==> src/iex_consts.svh <==
// offsets, field positions, reset values and cycle counts of the interrupt dispatch block
`ifndef IEX_CONSTS_SVH
`define IEX_CONSTS_SVH

// ************************************************************
// register byte offsets
// ************************************************************
`define IEX_OFF_MASK 4'h0
`define IEX_OFF_FLAGS 4'h4
`define IEX_OFF_GCTRL 4'h8
`define IEX_OFF_GIE 4'hc

// ************************************************************
// field positions
// ************************************************************
`define IEX_BIT_B 7
`define IEX_BIT_A 6
`define IEX_BIT_GIE 0

// ************************************************************
// vectors and cycle counts
// ************************************************************
`define IEX_VEC_A 13'h0002
`define IEX_VEC_B 13'h0004
`define IEX_ENTRY_CYC 4'h4
`define IEX_WAKE_EXTRA 4'h4
`define IEX_RET_CYC 4'h4

// ************************************************************
// sense codes, responses, reset values
// ************************************************************
`define IEX_SENSE_LEVEL 2'h0
`define IEX_SENSE_ANY 2'h1
`define IEX_SENSE_FALL 2'h2
`define IEX_SENSE_RISE 2'h3
`define IEX_RESP_OKAY 2'h0
`define IEX_RESP_SLVERR 2'h2
`define IEX_RST_SENSE 4'h0

`endif

==> src/iex_pkg.sv <==
// types of the interrupt dispatch block
package iex_pkg;

   typedef enum logic [1:0] {
      IEX_IDLE,
      IEX_ENTRY,
      IEX_RET,
      IEX_POST
   } iex_phase_t;

   typedef struct packed {
      iex_phase_t st;
      logic [3:0] cnt;
      logic [3:0] len;
      logic src_b;
      logic [12:0] pc_hold;
      logic [2:0] sync_a;
      logic [2:0] sync_b;
      logic en_a;
      logic en_b;
      logic flag_a;
      logic flag_b;
      logic [3:0] sense;
      logic gie;
      logic aw_got;
      logic [3:0] aw_off;
      logic aw_bad;
      logic w_got;
      logic [7:0] wbyte;
      logic wlane;
      logic awready;
      logic wready;
      logic bvalid;
      logic [1:0] bresp;
      logic arready;
      logic rvalid;
      logic [31:0] rdata;
      logic [1:0] rresp;
      logic entry_active;
      logic ret_active;
      logic vec_load;
      logic [12:0] vec_addr;
      logic push_strobe;
      logic [7:0] push_byte;
      logic pop_strobe;
      logic ret_done;
   } iex_state_t;

endpackage

==> src/iex_dispatch.sv <==
// interrupt dispatch with two external pin sources and an axi4-lite register slave
//
// Added by the designer: the AXI4-Lite slave port and the address map.
`timescale 1ns/1ps
`include "iex_consts.svh"

module iex_dispatch
   import iex_pkg::*;
#(
   parameter int ADDR_W = 4
) (
   // clock and reset
   input wire logic aclk,
   input wire logic aresetn,
   // axi4-lite write address and data
   input wire logic [ADDR_W-1:0] s_axi_awaddr,
   input wire logic s_axi_awvalid,
   output logic s_axi_awready,
   input wire logic [31:0] s_axi_wdata,
   input wire logic [3:0] s_axi_wstrb,
   input wire logic s_axi_wvalid,
   output logic s_axi_wready,
   // axi4-lite write response
   output logic [1:0] s_axi_bresp,
   output logic s_axi_bvalid,
   input wire logic s_axi_bready,
   // axi4-lite read
   input wire logic [ADDR_W-1:0] s_axi_araddr,
   input wire logic s_axi_arvalid,
   output logic s_axi_arready,
   output logic [31:0] s_axi_rdata,
   output logic [1:0] s_axi_rresp,
   output logic s_axi_rvalid,
   input wire logic s_axi_rready,
   // processor core
   input wire logic insn_done,
   input wire logic core_asleep,
   input wire logic return_from_handler_instr_start,
   input wire logic [12:0] core_pc,
   output logic global_enable,
   output logic entry_active,
   output logic ret_active,
   output logic vec_load,
   output logic [12:0] vec_addr,
   output logic push_strobe,
   output logic [7:0] push_byte,
   output logic pop_strobe,
   output logic ret_done,
   // external request pins
   input wire logic ext_request_a,
   input wire logic ext_request_b
);

   // ************************************************************
   // helpers
   // ************************************************************
   localparam iex_state_t IEX_RESET = '0;

   iex_state_t s;
   iex_state_t next_s;

   // {hit, offset}: word aligned and inside the four-register window
   function automatic logic [4:0] iex_decode(input logic [ADDR_W-1:0] a);
      logic hit;
      hit = ((a >> 4) == '0) && (a[1:0] == 2'h0);
      return {hit, a[3:0]};
   endfunction

   // trigger on the synchronised pin; level code never sets a flag
   function automatic logic iex_trig(input logic [1:0] sense,
                                     input logic cur,
                                     input logic prev);
      logic t;
      t = 1'b0;
      case (sense)
         `IEX_SENSE_ANY: t = cur ^ prev;
         `IEX_SENSE_FALL: t = prev & ~cur;
         `IEX_SENSE_RISE: t = cur & ~prev;
         default: t = 1'b0;
      endcase
      return t;
   endfunction

   // ************************************************************
   // request evaluation
   // ************************************************************
   logic level_a;
   logic level_b;
   logic trig_a;
   logic trig_b;
   logic req_a;
   logic req_b;
   logic accept;
   logic [4:0] wr_dec;
   logic [4:0] rd_dec;
   logic wr_now;
   logic wr_hit;
   logic [31:0] rd_val;

   // pin taps come after the second flop; the direction of a change is looked at only for the fall and rise codes
   assign level_a = s.sense[1:0] == `IEX_SENSE_LEVEL;
   assign level_b = s.sense[3:2] == `IEX_SENSE_LEVEL;
   assign trig_a = iex_trig(s.sense[1:0], s.sync_a[1], s.sync_a[2]);
   assign trig_b = iex_trig(s.sense[3:2], s.sync_b[1], s.sync_b[2]);
   // level request follows the pin itself, edge request the flag
   assign req_a = s.en_a & (level_a ? ~s.sync_a[1] : s.flag_a);
   assign req_b = s.en_b & (level_b ? ~s.sync_b[1] : s.flag_b);
   // a sleeping core is not mid-instruction, so it may be taken at once
   assign accept = (s.st == IEX_IDLE) & s.gie & (req_a | req_b)
                   & (insn_done | core_asleep) & ~return_from_handler_instr_start;

   assign wr_now = s.aw_got & s.w_got & ~s.bvalid;
   assign wr_dec = {~s.aw_bad, s.aw_off};
   assign wr_hit = wr_now & wr_dec[4] & s.wlane;
   assign rd_dec = iex_decode(s_axi_araddr);

   always_comb begin
      rd_val = 32'h0000_0000;
      case (rd_dec[3:0])
         `IEX_OFF_MASK: rd_val = {24'h00_0000, s.en_b, s.en_a, 6'h00};
         `IEX_OFF_FLAGS: rd_val = {24'h00_0000, s.flag_b, s.flag_a, 6'h00};
         `IEX_OFF_GCTRL: rd_val = {28'h000_0000, s.sense};
         `IEX_OFF_GIE: rd_val = {31'h0000_0000, s.gie};
         default: rd_val = 32'h0000_0000;
      endcase
   end

   // ************************************************************
   // next state
   // ************************************************************
   always_comb begin
      next_s = s;
      next_s.vec_load = 1'b0;
      next_s.push_strobe = 1'b0;
      next_s.pop_strobe = 1'b0;
      next_s.ret_done = 1'b0;
      // first flop feeds only the second
      next_s.sync_a = {s.sync_a[1:0], ext_request_a};
      next_s.sync_b = {s.sync_b[1:0], ext_request_b};

      // axi write channels, taken in either order
      if (s_axi_awvalid && s.awready) begin
         next_s.aw_got = 1'b1;
         next_s.aw_off = iex_decode(s_axi_awaddr)[3:0];
         next_s.aw_bad = ~iex_decode(s_axi_awaddr)[4];
      end
      if (s_axi_wvalid && s.wready) begin
         next_s.w_got = 1'b1;
         next_s.wbyte = s_axi_wdata[7:0];
         next_s.wlane = s_axi_wstrb[0];
      end
      if (wr_now) begin
         next_s.aw_got = 1'b0;
         next_s.w_got = 1'b0;
         next_s.bvalid = 1'b1;
         next_s.bresp = s.aw_bad ? `IEX_RESP_SLVERR : `IEX_RESP_OKAY;
      end
      if (s.bvalid && s_axi_bready) begin
         next_s.bvalid = 1'b0;
      end
      if (wr_hit && (s.aw_off == `IEX_OFF_MASK)) begin
         next_s.en_b = s.wbyte[`IEX_BIT_B];
         next_s.en_a = s.wbyte[`IEX_BIT_A];
      end
      if (wr_hit && (s.aw_off == `IEX_OFF_GCTRL)) begin
         next_s.sense = s.wbyte[3:0];
      end
      // software may set the enable inside a handler to nest
      if (wr_hit && (s.aw_off == `IEX_OFF_GIE)) begin
         next_s.gie = s.wbyte[`IEX_BIT_GIE];
      end

      // axi read
      if (s_axi_arvalid && s.arready) begin
         next_s.rvalid = 1'b1;
         next_s.rdata = rd_val;
         next_s.rresp = rd_dec[4] ? `IEX_RESP_OKAY : `IEX_RESP_SLVERR;
      end
      if (s.rvalid && s_axi_rready) begin
         next_s.rvalid = 1'b0;
      end

      // sequencer; status word is left to the handler, nothing stacks it
      case (s.st)
         IEX_IDLE: begin
            if (return_from_handler_instr_start) begin
               next_s.st = IEX_RET;
               next_s.cnt = 4'h0;
               next_s.ret_active = 1'b1;
            end else if (accept) begin
               next_s.st = IEX_ENTRY;
               next_s.cnt = 4'h0;
               next_s.src_b = ~req_a;
               next_s.pc_hold = core_pc;
               next_s.len = core_asleep ? 4'(`IEX_ENTRY_CYC + `IEX_WAKE_EXTRA)
                                        : `IEX_ENTRY_CYC;
               next_s.entry_active = 1'b1;
               next_s.gie = 1'b0;
            end
         end
         IEX_ENTRY: begin
            next_s.cnt = 4'(s.cnt + 4'h1);
            // pc goes out low byte first
            if (s.cnt == 4'h0) begin
               next_s.push_strobe = 1'b1;
               next_s.push_byte = s.pc_hold[7:0];
            end
            if (s.cnt == 4'h1) begin
               next_s.push_strobe = 1'b1;
               next_s.push_byte = {3'h0, s.pc_hold[12:8]};
            end
            if (s.cnt == 4'(s.len - 4'h1)) begin
               next_s.st = IEX_IDLE;
               next_s.entry_active = 1'b0;
               next_s.vec_load = 1'b1;
               next_s.vec_addr = s.src_b ? `IEX_VEC_B : `IEX_VEC_A;
            end
         end
         IEX_RET: begin
            next_s.cnt = 4'(s.cnt + 4'h1);
            // each pop moves the stack pointer by one, two in all
            if (s.cnt < 4'h2) begin
               next_s.pop_strobe = 1'b1;
            end
            if (s.cnt == 4'(`IEX_RET_CYC - 4'h1)) begin
               next_s.st = IEX_POST;
               next_s.ret_active = 1'b0;
               next_s.ret_done = 1'b1;
               next_s.gie = 1'b1;
            end
         end
         IEX_POST: begin
            // hold off dispatch until the core retires one instruction
            if (return_from_handler_instr_start) begin
               next_s.st = IEX_RET;
               next_s.cnt = 4'h0;
               next_s.ret_active = 1'b1;
            end else if (insn_done) begin
               next_s.st = IEX_IDLE;
            end
         end
         default: begin
            next_s.st = IEX_IDLE;
         end
      endcase

      // flags: clears first, a new event overrides them
      if (s.st == IEX_ENTRY && s.cnt == 4'(s.len - 4'h1)) begin
         if (s.src_b) begin
            next_s.flag_b = 1'b0;
         end else begin
            next_s.flag_a = 1'b0;
         end
      end
      if (wr_hit && (s.aw_off == `IEX_OFF_FLAGS)) begin
         if (s.wbyte[`IEX_BIT_B]) begin
            next_s.flag_b = 1'b0;
         end
         if (s.wbyte[`IEX_BIT_A]) begin
            next_s.flag_a = 1'b0;
         end
      end
      if (trig_a) begin
         next_s.flag_a = 1'b1;
      end
      if (trig_b) begin
         next_s.flag_b = 1'b1;
      end
      if (level_a) begin
         next_s.flag_a = 1'b0;
      end
      if (level_b) begin
         next_s.flag_b = 1'b0;
      end

      next_s.awready = ~next_s.aw_got & ~next_s.bvalid;
      next_s.wready = ~next_s.w_got & ~next_s.bvalid;
      next_s.arready = ~next_s.rvalid;
   end

   always_ff @(posedge aclk) begin
      if (!aresetn) begin
         s <= IEX_RESET;
      end else begin
         s <= next_s;
      end
   end

   // ************************************************************
   // outputs
   // ************************************************************
   assign s_axi_awready = s.awready;
   assign s_axi_wready = s.wready;
   assign s_axi_bvalid = s.bvalid;
   assign s_axi_bresp = s.bresp;
   assign s_axi_arready = s.arready;
   assign s_axi_rvalid = s.rvalid;
   assign s_axi_rdata = s.rdata;
   assign s_axi_rresp = s.rresp;
   assign global_enable = s.gie;
   assign entry_active = s.entry_active;
   assign ret_active = s.ret_active;
   assign vec_load = s.vec_load;
   assign vec_addr = s.vec_addr;
   assign push_strobe = s.push_strobe;
   assign push_byte = s.push_byte;
   assign pop_strobe = s.pop_strobe;
   assign ret_done = s.ret_done;
endmodule

==> config.mk <==
export PLATFORM = sky130hd
export DESIGN_NAME = iex_dispatch
export DESIGN_NICKNAME = d
export VERILOG_FILES = /design/src/iex_pkg.sv /design/src/iex_dispatch.sv
export VERILOG_INCLUDE_DIRS = /design/src
export SDC_FILE = /design/constraint.sdc
export NUM_CORES = 1
export LEC_CHECK = 0
export ABC_AREA = 1
export BUFFER_PORTS_ARGS = -buffer_cell sky130_fd_sc_hd__buf_2
export CAP_MARGIN = 40
export CORE_ASPECT_RATIO = 1.4
export CORE_MARGIN = 10
export CORE_UTILIZATION = 54
export CTS_CLUSTER_DIAMETER = 80
export DETAILED_ROUTE_END_ITERATION = 8
export GPL_ROUTABILITY_DRIVEN = 0
export PLACE_DENSITY = 0.86
export SETUP_SLACK_MARGIN = 0.15
export SYNTH_ARGS = -nofsm -noshare
export SYNTH_HDL_FRONTEND = slang
export SYNTH_SLANG_ARGS = --single-unit
==> constraint.sdc <==
create_clock -name aclk -period 3.03 [get_ports aclk]
set_clock_uncertainty 0.15 [all_clocks]
set_input_delay 0.1515 -clock aclk [delete_from_list [all_inputs] [get_ports aclk]]
set_output_delay 0.1515 -clock aclk [all_outputs]
set_load 0.005 [all_outputs]
### After elaboration in Yosys (flattened, before gate mapping)

Index checks and enable logic that the tools add are counted.

* $add $sub $neg: 2
* order comparisons: 1
* equal/unequal tests: 26
* multiplexer cells: 50
* bitwise logic cells: 34
* reductions and logical operators: 33

Operator list (number)
* 2-to-1 mux 35 bit: 1
* one-hot mux 8 bit (4 select lines): 1
* 2-to-1 mux 24 bit: 1
* one-hot mux 6 bit (4 select lines): 1
* 2-to-1 mux 1 bit: 23
* 2-to-1 mux 9 bit: 2
* bitwise AND 1 bit: 16
* == test 4 bit (second input constant): 4
* 2-to-1 mux 2 bit: 8
* 2-to-1 mux 14 bit: 1
* inverter 1 bit: 14
* == test 2 bit (second input constant): 6
* logical NOT 4 bit: 3
* 2-to-1 mux 6 bit: 2
* logical AND 1 bit: 10
* logical NOT 2 bit: 5
* 2-to-1 mux 10 bit: 1
* AND reduction 2 bit: 5
* == test 4 x 3 -> 1 bit (second input constant): 2
* 2-to-1 mux 4 bit: 2
* != test 2 bit (second input constant): 4
* AND reduction 4 bit: 2
* == test 2 x 1 -> 1 bit (second input constant): 3
* 2-to-1 mux 3 bit: 2
* other kinds (15): 27

* flip-flop bits (word level): 123
* bits of input ports: 69
* output and inout bits: 69
* logic and storage cells: 181

### Depth between registers and ports, before layout

Gate-level depths: netlist (run 1).

* word-level depth: 10
* gate-level depth with buffers: 11
* mapped depth without buffers: 10

### Worst setup path before layout (run 1)

Ideal clock, no wire load.

* kind: register to register
* start point: register s[121] (netlist name)
* end point: register s[105] (netlist name)
* library setup time: 0.136 ns
* arrival time: 1.315 ns
* data required time: 2.744 ns
* setup slack: 1.429 ns
* cell stages (with the launch flop): 9
* path buffers: 1
* period minus slack after synthesis: 1.601 ns
* cells stage by stage: dfxtp_1 > inv_1 > ha_1 > inv_1 > nor2_1 > nand3_4 > buf_2 > nand2_1 > a21oi_2

* longest elaborated chain between the ends: 6

RTL lines
* start: declaration: line iex_dispatch.sv:59 `iex_state_t s;`
* start signal: assignment: line iex_dispatch.sv:285 `s <= next_s;`
* logical NOT 2 bit (*): line iex_dispatch.sv:109, iex_dispatch.sv:184
* bitwise AND 1 bit (2 in a row): line iex_dispatch.sv:109 `assign accept = (s.st == IEX_IDLE) & s.gie & (req_a | req_b)`
* bitwise AND 1 bit (2 in a row): line iex_dispatch.sv:110 `& (insn_done | core_asleep) & ~return_from_handler_instr_start;`
* AND reduction 3 bit (no line) (*)

Every way passes the cells marked *; elsewhere a longest branch is shown, timed or not.
A chain may end at the register's enable or synchronous reset.

### Worst setup path in the final report (run 1)

* start point: register s[122] (netlist name)
* end point: register s[115] (netlist name)

Same word-level chain as after synthesis.

==> results of run 1 <==
## cells in the final DEF, fill, tap and decap left out
cell type / n
nor4_1: 3
inv_2: 3
bufinv_16: 1
nor2_1: 49
nand3_2: 2
a21oi_2: 12
nand4_1: 2
o21ai_0: 29
dfxtp_1: 80
clkinv_2: 3
ha_1: 12
buf_2: 69
nand3_1: 31
a21boi_1: 1
nand2_2: 14
inv_1: 49
o211ai_1: 1
xnor2_1: 1
nor2_4: 1
a211oi_1: 1
or2_2: 1
a21oi_1: 39
conb_1: 39
o21ai_1: 9
nand3_4: 1
o2bb2ai_1: 1
buf_4: 2
clkbuf_1: 2
clkbuf_8: 11
o22ai_1: 2
nand2_1: 87
a211o_1: 1
nor3_1: 4
dlygate4sd3_1: 31
a31oi_1: 6
## critical path, stage by stage (launching register included)
cell and delay, ns:
dfxtp_1 0.34, inv_1 0.12, ha_1 0.18, inv_1 0.06, nor2_1 0.27, nand3_4 0.26, clkinv_2 0.31, nand2_1 0.13
nand2_1 0.08, a21oi_1 0.04
## power breakdown
part,internal (W),switching (W),total (W)
clock network,0.000424,0.000381,0.000805
registers,0.00113,0.0000576,0.00119
logic,0.000218,0.000358,0.000576
total,0.00177,0.000798,0.00257
## layout make-up
cell class / instances / area share [%]
Inverter: 53 / 4.41
Timing Repair Buffer: 102 / 14.8
Clock inverter: 3 / 0.883
Clock buffer: 13 / 3.50
Tap cell: 95 / 2.62
Sequential cell: 80 / 35.3
Multi-Input combinational cell: 349 / 38.5
## registers in the layout (all words and copies together) (netlist names)
signal,flops
entry_active,1
global_enable,1
next_s,4
pop_strobe,1
push_byte,8
push_strobe,1
ret_active,1
ret_done,1
s,46
s_axi_arready,1
s_axi_awready,1
s_axi_bresp,1
s_axi_bvalid,1
s_axi_rdata,6
s_axi_rresp,1
s_axi_rvalid,1
s_axi_wready,1
vec_addr,2
vec_load,1
## per-stage QoR
stage	util (%)	hold WS (ns)	area (um^2)	std cells
finish	64.5	0.000875	4540	695
CTS	64.5	0.00145	4540	695
floorplan	-	0.0991	4060	552
global route	64.5	0.0257	4540	695
global placement	57.3	0.185	4030	648
detailed placement	57.3	0.187	4030	648
## worst paths after layout
kind / start / to / cells after the start / slack (ns)
hold reg to reg: next_s[94]$_SDFF_PN0_ / next_s[95]$_SDFF_PN0_ / 2 / 0.29
setup / recovery: s[122]$_SDFFE_PN0P_ / s[115]$_SDFFE_PN0P_ / 9 / 0.95
hold / removal: s_axi_rready / s_axi_rvalid$_SDFF_PN0_ / 4 / 0.0009
setup reg to reg: s[122]$_SDFFE_PN0P_ / s[115]$_SDFFE_PN0P_ / 9 / 0.95
## logic make-up (layout without fill, tap and decap cells)
kind of cell	Yosys count	after routing	synth area share, %
other	1	39	0.0958
XOR/XNOR	1	1	0.224
flip-flops	80	80	40.9
buffers and inverters	123	171	18.1
AO/OA/AOI/OAI	102	102	14.8
AND/OR/NAND/NOR	195	195	22.0
adder cells (fa/ha/maj)	12	12	3.84
## routing by layer
metal / vias to the layer above / global-route usage (%) / part of all wire (%) / wire length, um
met5: - / 0 / 0 / 0
met4: 0 / 8.32 / 2.5 / 235
met3: 19 / 5.76 / 7.3 / 690
met2: 119 / 31.6 / 52 / 4940
met1: 1572 / 17.2 / 38 / 3640
li1: 1731 / - / - / -
==> run metrics, run 1 <==
status complete, no violations; Leak Pwr 2.00 nW; IO Count 138; first-pass GRT wire length 15900 um; Port Buffers 69; Cell variety after synth 35; top cell type's share of synthesized area 40.9%; final WL 9500 um; fmax 482 MHz; Tot GR Track Use 17.3%; CTS tree yes; average size of a mapped cell 7.61 um^2; synth cell count leaders nand2_1, dfxtp_1, buf_4, inv_1, nor2_1; Initial Utilization 55.7%; core footprint 7030 um^2; Synth Cell Area 3910 um^2; Rows 36; area occupied by registers 1600 um^2; Starting DRT DRC Count 241; final worst path period share 68.5%; Clock Latency Late Sink 0.36 ns; Worst Path Required 3.13 ns; DR DRC count 0; Clock Tree Buf Depth 2; diode count 0; synth top area cells dfxtp_1, buf_4, nand2_1; Worst EP arrival 2.18 ns; Max VDD drop 0.358 mV; Pins Over Slew Limit 0; critical path peak fanout 19; Final Net Count 676; setup bufs post-CTS 0; die area 11100 um^2; Die H 121 um; DR pass1 iterations 5; CP Launch Type flop; Power Dens Cells 566 nW/um^2; CP Class reg -> reg; register bit total from synthesis 80; CTS root buf clkbuf_8; Ys Warns 0; final setup violating endpoints 0; largest net degree at the start of global routing 43; Area growth syn-to-layout 15.9%; Hold Fails Final Rpt 0; Design Power 0.00257 W; post-CTS sizing 0; sequential element share of the synthesized area 40.9%; cell with the most instances after synthesis nand2_1; final antenna-violating net count 0; GR Overflow Total 0; DP Worst Slack 1.01 ns; initial antenna violation count 0; fill cell count 599; unrepaired setup endpoints after global routing no; worst setup margin 0.955 ns; number of global-route vias before repair 3469; min-delay worst type in -> reg; biggest area consumer among synthesized cells dfxtp_1; top_reg_cell synth dfxtp_1; clock period minus worst slack 2.08 ns; Async SR Flop Fraction 0%; clock-pin slew on the worst setup and hold paths 0.08 ns; CP endpoint kind flop; DR vias 3441; MaxCap Viol Count 0; area occupied by multi-input gates 1750 um^2; share of cells above drive strength 1 20.0%; # hold bufs at CTS 31; Synth Instances 514; setup TNS 0 ns; post-DP HPWL 6740 um; Post-synth EDFFs 0; H-tree levels 3; TritonCTS Buffers 9; die width 92.0 um; CTS sink count 80; Wirelength per Cell 13.7 um; number of vias per cell 4.95
(Power assumes the default switching activity.)
==> inputs of run 2 (changes only) <==
ABC_AREA = 0   (was 1)
CORE_UTILIZATION = 45   (was 54)
PLACE_DENSITY = 0.76   (was 0.86)
clock period = 1.7 ns   (was 3.03 ns; I/O delays follow)
==> run 2 against run 1 <==
Against the previous run: final cell count is 1.3% lower; sequential power is 65% higher; the run now ends with negative setup slack left; critical path type unchanged; critical endpoint is now entry_active$_SDFFE_PN0P_; via count is 4.3% higher.
==> run metrics, run 2 <==
mux share of post-synthesis cell area 9.40% (+9.4 points); worst setup margin -0.209 ns (-1.16 ns); synth top area cells dfxtp_1, buf_4, mux2i_1; first-pass GRT wire length 17100 um (+7.4%); Async SR Flop Fraction 0% (unchanged); worst hold slack 0.0422 ns (+0.0413 ns); final antenna-violating net count 0 (unchanged); Die H 129 um (+7.2%); cell with the most instances after synthesis dfxtp_1; complex-gate fraction of the synthesized area 12.2% (-2.7 points); status complete, but fails checks; Leak Pwr 2.45 nW (+23%); setup TNS -3.39 ns (-3.39 ns); DR vias 3590 (+4.3%); initial antenna violation count 0 (unchanged); clock-pin slew on the worst setup and hold paths 0.06 ns (-0.02 ns); biggest area consumer among synthesized cells dfxtp_1; CP Class reg -> reg; final worst path period share 112% (+44 points); H-tree levels 3 (unchanged); top_reg_cell synth dfxtp_1; Synth Instances 438 (-15%); largest net degree at the start of global routing 29 (-33%); Area growth syn-to-layout 43.5%; most common cell after layout, fill and taps aside buf_2; Crit-path slowest cell dfxtp_2; Pins Over Slew Limit 0 (unchanged); die area 12700 um^2 (+14%); Worst EP arrival 2.00 ns (-0.18 ns); diode count 0 (unchanged); reg2reg setup slack -0.21 ns (-1.16 ns); post-DP HPWL 6600 um (-2.0%); top cell type's share of synthesized area 41.6% (+0.71 points); DR DRC count 0 (unchanged); Port Buffers 69 (unchanged); CTS tree yes; core footprint 8250 um^2 (+17%); fmax 524 MHz (+8.7%); clock period minus worst slack 1.91 ns (-0.167 ns); largest family of logic cells by synthesized area simple AND/OR/NAND/NOR gates; number of vias per cell 5.23 (+5.7%); Non-Filler Instances 686 (-1.3%); Cell variety after synth 46 (+31%); worst-margin pin slew 0.502 ns; Clock Latency Late Sink 0.34 ns (-0.02 ns); CP max stage delay 0.34 ns (about the same); number of global-route vias before repair 3650 (+5.2%); CTS sink count 80 (unchanged); Rows 39 (+8.3%); CTS root buf clkbuf_16; Ys Warns 0 (unchanged); Starting DRT DRC Count 189 (-22%); Max VDD drop 0.817 mV (+130%); Wirelength per Cell 17.0 um (+24%); Clock Tree Buf Depth 2 (unchanged); register bit total from synthesis 80 (unchanged); GR Overflow Total 0 (unchanged); unrepaired setup endpoints after global routing yes; TritonCTS Buffers 9 (unchanged); IO Count 138 (unchanged); MaxCap Viol Count 0 (unchanged); Worst Path Required 1.79 ns (-1.34 ns); Post-synth EDFFs 0 (unchanged); sequential element share of the synthesized area 41.6% (+0.71 points); share of cells above drive strength 1 33.4% (+13 points); Power Dens Cells 793 nW/um^2 (+40%); Initial Utilization 46.7% (-9.0 points); critical path peak fanout 8 (-11); Final Net Count 660 (-2.4%); final setup violating endpoints 25 (+25); CP endpoint kind flop; min-delay worst type in -> reg; max_slew headroom 66.5%; Cell Chain, Critical Path nor3_2, o21a_2, o211ai_4, buf_12, buf_16, and2_1, a2111oi_2; Post-Synth Adder-Cell Area 3.90% (+0.066 points); die width 98.1 um (+6.7%); final WL 11600 um (+23%); simple-gate area share of the yosys netlist 18.5% (-3.5 points); CP Launch Type flop; most frequent cells in the layout buf_2, dfxtp_1, nor2_1; Tot GR Track Use 16.4% (-0.97 points); Top reg by flops s; average size of a mapped cell 8.78 um^2 (+15%); failing checks negative setup slack; XOR/XNOR Fraction of Synth Area 0.228% (+0.0039 points); Largest register FFs 46 (unchanged); Hold Fails Final Rpt 0 (unchanged); placed cell count 601 (-7.3%); DR pass1 iterations 5 (unchanged); Synth Cell Area 3850 um^2 (-1.7%); synth cell count leaders dfxtp_1, buf_4, nor2_1, nand2_1, mux2i_1
## run 2: cell types whose count changed after synthesis, moves of 9 or more
cell and change:
a21oi_2 -12, a21oi_1 -9, nand2_1 -45, inv_1 -38, nand2_2 -14, o21ai_0 -17
nand3_1 -12, mux2i_1 +35
## run 2: report_power, final
part           internal (W)  switching (W)  total, W
sequential          0.00192      0.0000461   0.00196
clock               0.00121       0.000768   0.00198
combinational      0.000219       0.000219  0.000438
total               0.00335        0.00103   0.00438
## run 2: final cells by class
cell class / instances / area, um^2
clock buffer: 11 / 253
clock inverter: 5 / 55.1
fill: 571 / 2720
inverter: 11 / 46.3
multi-input combinational: 315 / 2100
sequential: 80 / 1630
tap: 102 / 128
timing repair buffer: 162 / 1310
## run 2: routing by layer
layer	wire length (um)	up-vias	track usage, %
met1	4340	1693	16.2
met3	897	39	6.17
li1	-	1687	-
met5	0	-	0
met2	5920	171	29.2
met4	485	0	8.71
## run 2: what timing repair did
| item | in CTS | in global routing |
|---|---|---|
| setup buffers | 15 | 5 |
| pin swaps | 12 | 15 |
| endpoints found under the hold margin | 38 | 0 |
| resized for setup | 34 | 46 |
| endpoints found under the setup margin | 43 | 57 |
| gates cloned | 2 | 0 |
| hold buffers | 47 | 0 |
## run 2: metrics by stage
stage | total power, W | setup WS (ns) | cell area [um^2] | util (%)
3_5_place_dp | 0.00230 | -0.0740 | 4210 | 51.1
6_report | 0.00438 | -0.209 | 5520 | 67.0
4_1_cts | 0.00436 | -0.0742 | 5300 | 64.3
2_1_floorplan | 0.00224 | 0.0310 | 4040 | -
5_1_grt | 0.00455 | -0.300 | 5520 | 67.0
3_3_place_gp | 0.00229 | -0.0139 | 4210 | 51.1
## run 2: logic make-up (layout without fill, tap and decap cells)
| group | count (synthesis) | after routing |
|---|---|---|
| AOI/OAI and AO/OA | 73 | 73 |
| xor gates and xnor gates | 1 | 1 |
| adders and majority gates | 12 | 12 |
| buffers and inverters | 81 | 189 |
| DFF | 80 | 80 |
| muxes | 36 | 36 |
| other | 1 | 39 |
| and+or+nand+nor | 154 | 154 |
## run 2: worst max-delay path, delay by kind of cell (launching register included)
kind            cells  cell delay (ns)
flops               1             0.34
compound gates      3             0.58
buf+inv             2             0.29
simple gates        2             0.44
## run 2: worst paths after layout
check / start / end / cells after the start
worst max-delay path: s[88]$_SDFFE_PN0P_ / entry_active$_SDFFE_PN0P_ / 7
worst min-delay path: s_axi_araddr[2] / s_axi_rdata[3]$_SDFFE_PN0P_ / 4
worst max register to register: s[88]$_SDFFE_PN0P_ / entry_active$_SDFFE_PN0P_ / 7
worst min register to register: next_s[94]$_SDFF_PN0_ / next_s[95]$_SDFF_PN0_ / 1
==> inputs of run 3 (changes only) <==
PLACE_DENSITY = 0.83   (was 0.76)
==> run 3 against run 2 <==
Against the previous run: the flow still finishes with violations (negative setup slack); sequential cell count unchanged; first-iteration DRC count increased by 50%; global-route usage increased by 2.0 points; critical path depth decreased by 1; via count increased by 7.4%; worst hold slack got worse by 0.0072 ns; combinational power increased by 5.7%; critical endpoint is now s[107]$_SDFFE_PN0P_; highest routed layer unchanged.
==> run metrics, run 3 (synthesis gave the netlist of run 2 again) <==
uppermost layer routed met4; DP Worst Slack -0.0576 ns (+0.0164 ns); Top reg by flops s; final WL 14100 um (+21%); fill cell count 535 (-6.3%); H-tree levels 3 (unchanged); DR pass1 iterations 5 (unchanged); Worst EP arrival 2.06 ns (+0.06 ns); Power Dens Cells 792 nW/um^2 (-0.13%); Worst Path Required 1.77 ns (-0.02 ns); final setup violating endpoints 25 (unchanged); area occupied by multi-input gates 2180 um^2 (+3.8%); DR vias 3854 (+7.4%); Leak Pwr 2.44 nW (-0.67%); Crit-path slowest cell dfxtp_4; Die H 129 um (unchanged); Largest register FFs 46 (unchanged); Port Buffers 69 (unchanged); Area growth syn-to-layout 44.9%; sw power 0.00107 W (+4.1%); status complete, but fails checks; CTS root buf clkbuf_16; wire length on met2 7030 um (+19%); logic gate share of total power 10.5% (+0.5 points); post-DP HPWL 6910 um (+4.7%); die width 98.1 um (unchanged); GR Overflow Total 0 (unchanged); largest net degree at the start of global routing 40 (+38%); switching share of power 24.3% (+0.76 points); Int Power 0.00334 W (-0.18%); Tot GR Track Use 18.3% (+2.0 points); Wirelength per Cell 20.5 um (+21%); initial antenna violation count 1 (+1); Rows 39 (unchanged); DR DRC count 0 (unchanged); CTS tree yes; Setup crit start s[88]$_SDFFE_PN0P_; unrepaired setup endpoints after global routing yes; worst setup margin -0.295 ns (-0.0866 ns); most common cell after layout, fill and taps aside buf_2; IO Count 138 (unchanged); CP Launch Type flop; Max VDD drop 0.764 mV (-6.4%); area occupied by registers 1630 um^2 (+0.54%); CP Buf/Inv Count 1 (-1); worst r2r src s[88]$_SDFFE_PN0P_; Starting DRT DRC Count 284 (+50%); Initial Utilization 46.7% (unchanged); Most common cell on crit path o21a_1; Clock Power Share 45.0% (-0.2 points); share of cells above drive strength 1 35.3% (+1.9 points); Seq pwr share 44.5% (-0.3 points); number of vias per cell 5.59 (+6.9%); failing checks negative setup slack; most frequent cells in the layout buf_2, dfxtp_1, nor2_1; clock period minus worst slack 2.00 ns (+0.0866 ns); delay-heaviest family, CP compound AO/OA/AOI/OAI gates; hold path startpoint s_axi_araddr[2]; Final Net Count 662 (+0.30%); core footprint 8250 um^2 (unchanged); fmax 501 MHz (-4.3%); Non-Filler Instances 689 (+0.44%); CTS sink count 80 (unchanged); Metal-1 WL 4870 um (+12%); final worst path period share 117% (+5.1 points); MaxCap Viol Count 0 (unchanged); Pins Over Slew Limit 0 (unchanged); CP max stage delay 0.37 ns (+0.03 ns); Clock Tree Buf Depth 2 (unchanged); Clock Latency Late Sink 0.35 ns (about the same); die area 12700 um^2 (unchanged); first-pass GRT wire length 19100 um (+12%); clock-pin slew on the worst setup and hold paths 0.06 ns (about the same); number of global-route vias before repair 3869 (+6.0%); placed cell count 601 (unchanged); TritonCTS Buffers 9 (unchanged); critical path peak fanout 6 (-2); final antenna-violating net count 0 (unchanged); min-delay worst type in -> reg; CP endpoint kind flop; Cell Chain, Critical Path o21a_1, o21a_1, o211ai_4, clkbuf_16, mux2i_1, nor2_1; met3 WL post-DR 1240 um (+38%); CP Class reg -> reg; Hold Fails Final Rpt 0 (unchanged)
[run 3: cell types whose count changed in the layout (fill, tap and decap cells not counted), sizes merged]
cell	before	now
clkbuf	11	15
clkinvlp	2	0
diode	0	1
[run 3: through the flow]
step / utilization [%] / setup TNS, ns / area, um^2 / total power, W / hold slack (ns)
floorplan: - / 0 / 4040 / 0.00224 / 0.0623
global placement: 51.1 / 0 / 4210 / 0.00228 / 0.144
detailed placement: 51.1 / -0.326 / 4210 / 0.00230 / 0.146
CTS: 62.7 / -0.235 / 5170 / 0.00430 / 0.0462
global route: 67.6 / -5.11 / 5580 / 0.00452 / 0.0892
finish: 67.6 / -4.68 / 5580 / 0.00442 / 0.0350
[run 3: final timing paths]
| path | to | slack, ns | cells past startpoint |
|---|---|---|---|
| worst max-delay path | s[107]$_SDFFE_PN0P_ | -0.30 | 6 |
| worst max register to register | s[107]$_SDFFE_PN0P_ | -0.30 | 6 |
| worst min-delay path | s_axi_rdata[1]$_SDFFE_PN0P_ | 0.03 | 4 |
| worst min register to register | next_s[95]$_SDFF_PN0_ | 0.30 | 1 |
[run 3: layer usage]
metal | up-vias | GRT usage [%]
met4 | 0 | 14.5
met5 | - | 0
met3 | 84 | 5.80
met2 | 270 | 32.4
met1 | 1803 | 17.3
li1 | 1697 | -
[run 3: cell type report]
class                   count  area share [%]
diodes                      1          0.0449
clock buffers              13            4.67
clock inverters             3           0.718
inverters                  11           0.785
multi-input cells         315            39.2
flip-flops and latches     80            29.3
well taps                 102            2.29
repair buffers            164            23.0
[run 3: what timing repair did]
action / 4_1_cts / 5_1_grt
pin swaps: 7 / 22
gates resized for setup: 27 / 72
setup endpoints to repair: 41 / 59
gates cloned: 0 / 2
setup buffers: 8 / 14
hold buffers: 48 / 0
hold endpoints to repair: 44 / 0
[run 3: tightest hold or removal path, cell delays in order]
cell     delay, ns
buf_2         0.15
nor2_2        0.07
a22oi_1       0.13
nor2_1        0.05
[run 3: power groups by stage]
stage / Clock, W / Sequential, W / Combinational [W]
final: 0.00199 / 0.00197 / 0.000463
after global routing: 0.00206 / 0.00197 / 0.000495
after CTS: 0.00195 / 0.00196 / 0.000393
after detailed placement: 0 / 0.00200 / 0.000296
after global placement: 0 / 0.00200 / 0.000287
after floorplan: 0 / 0.00199 / 0.000248
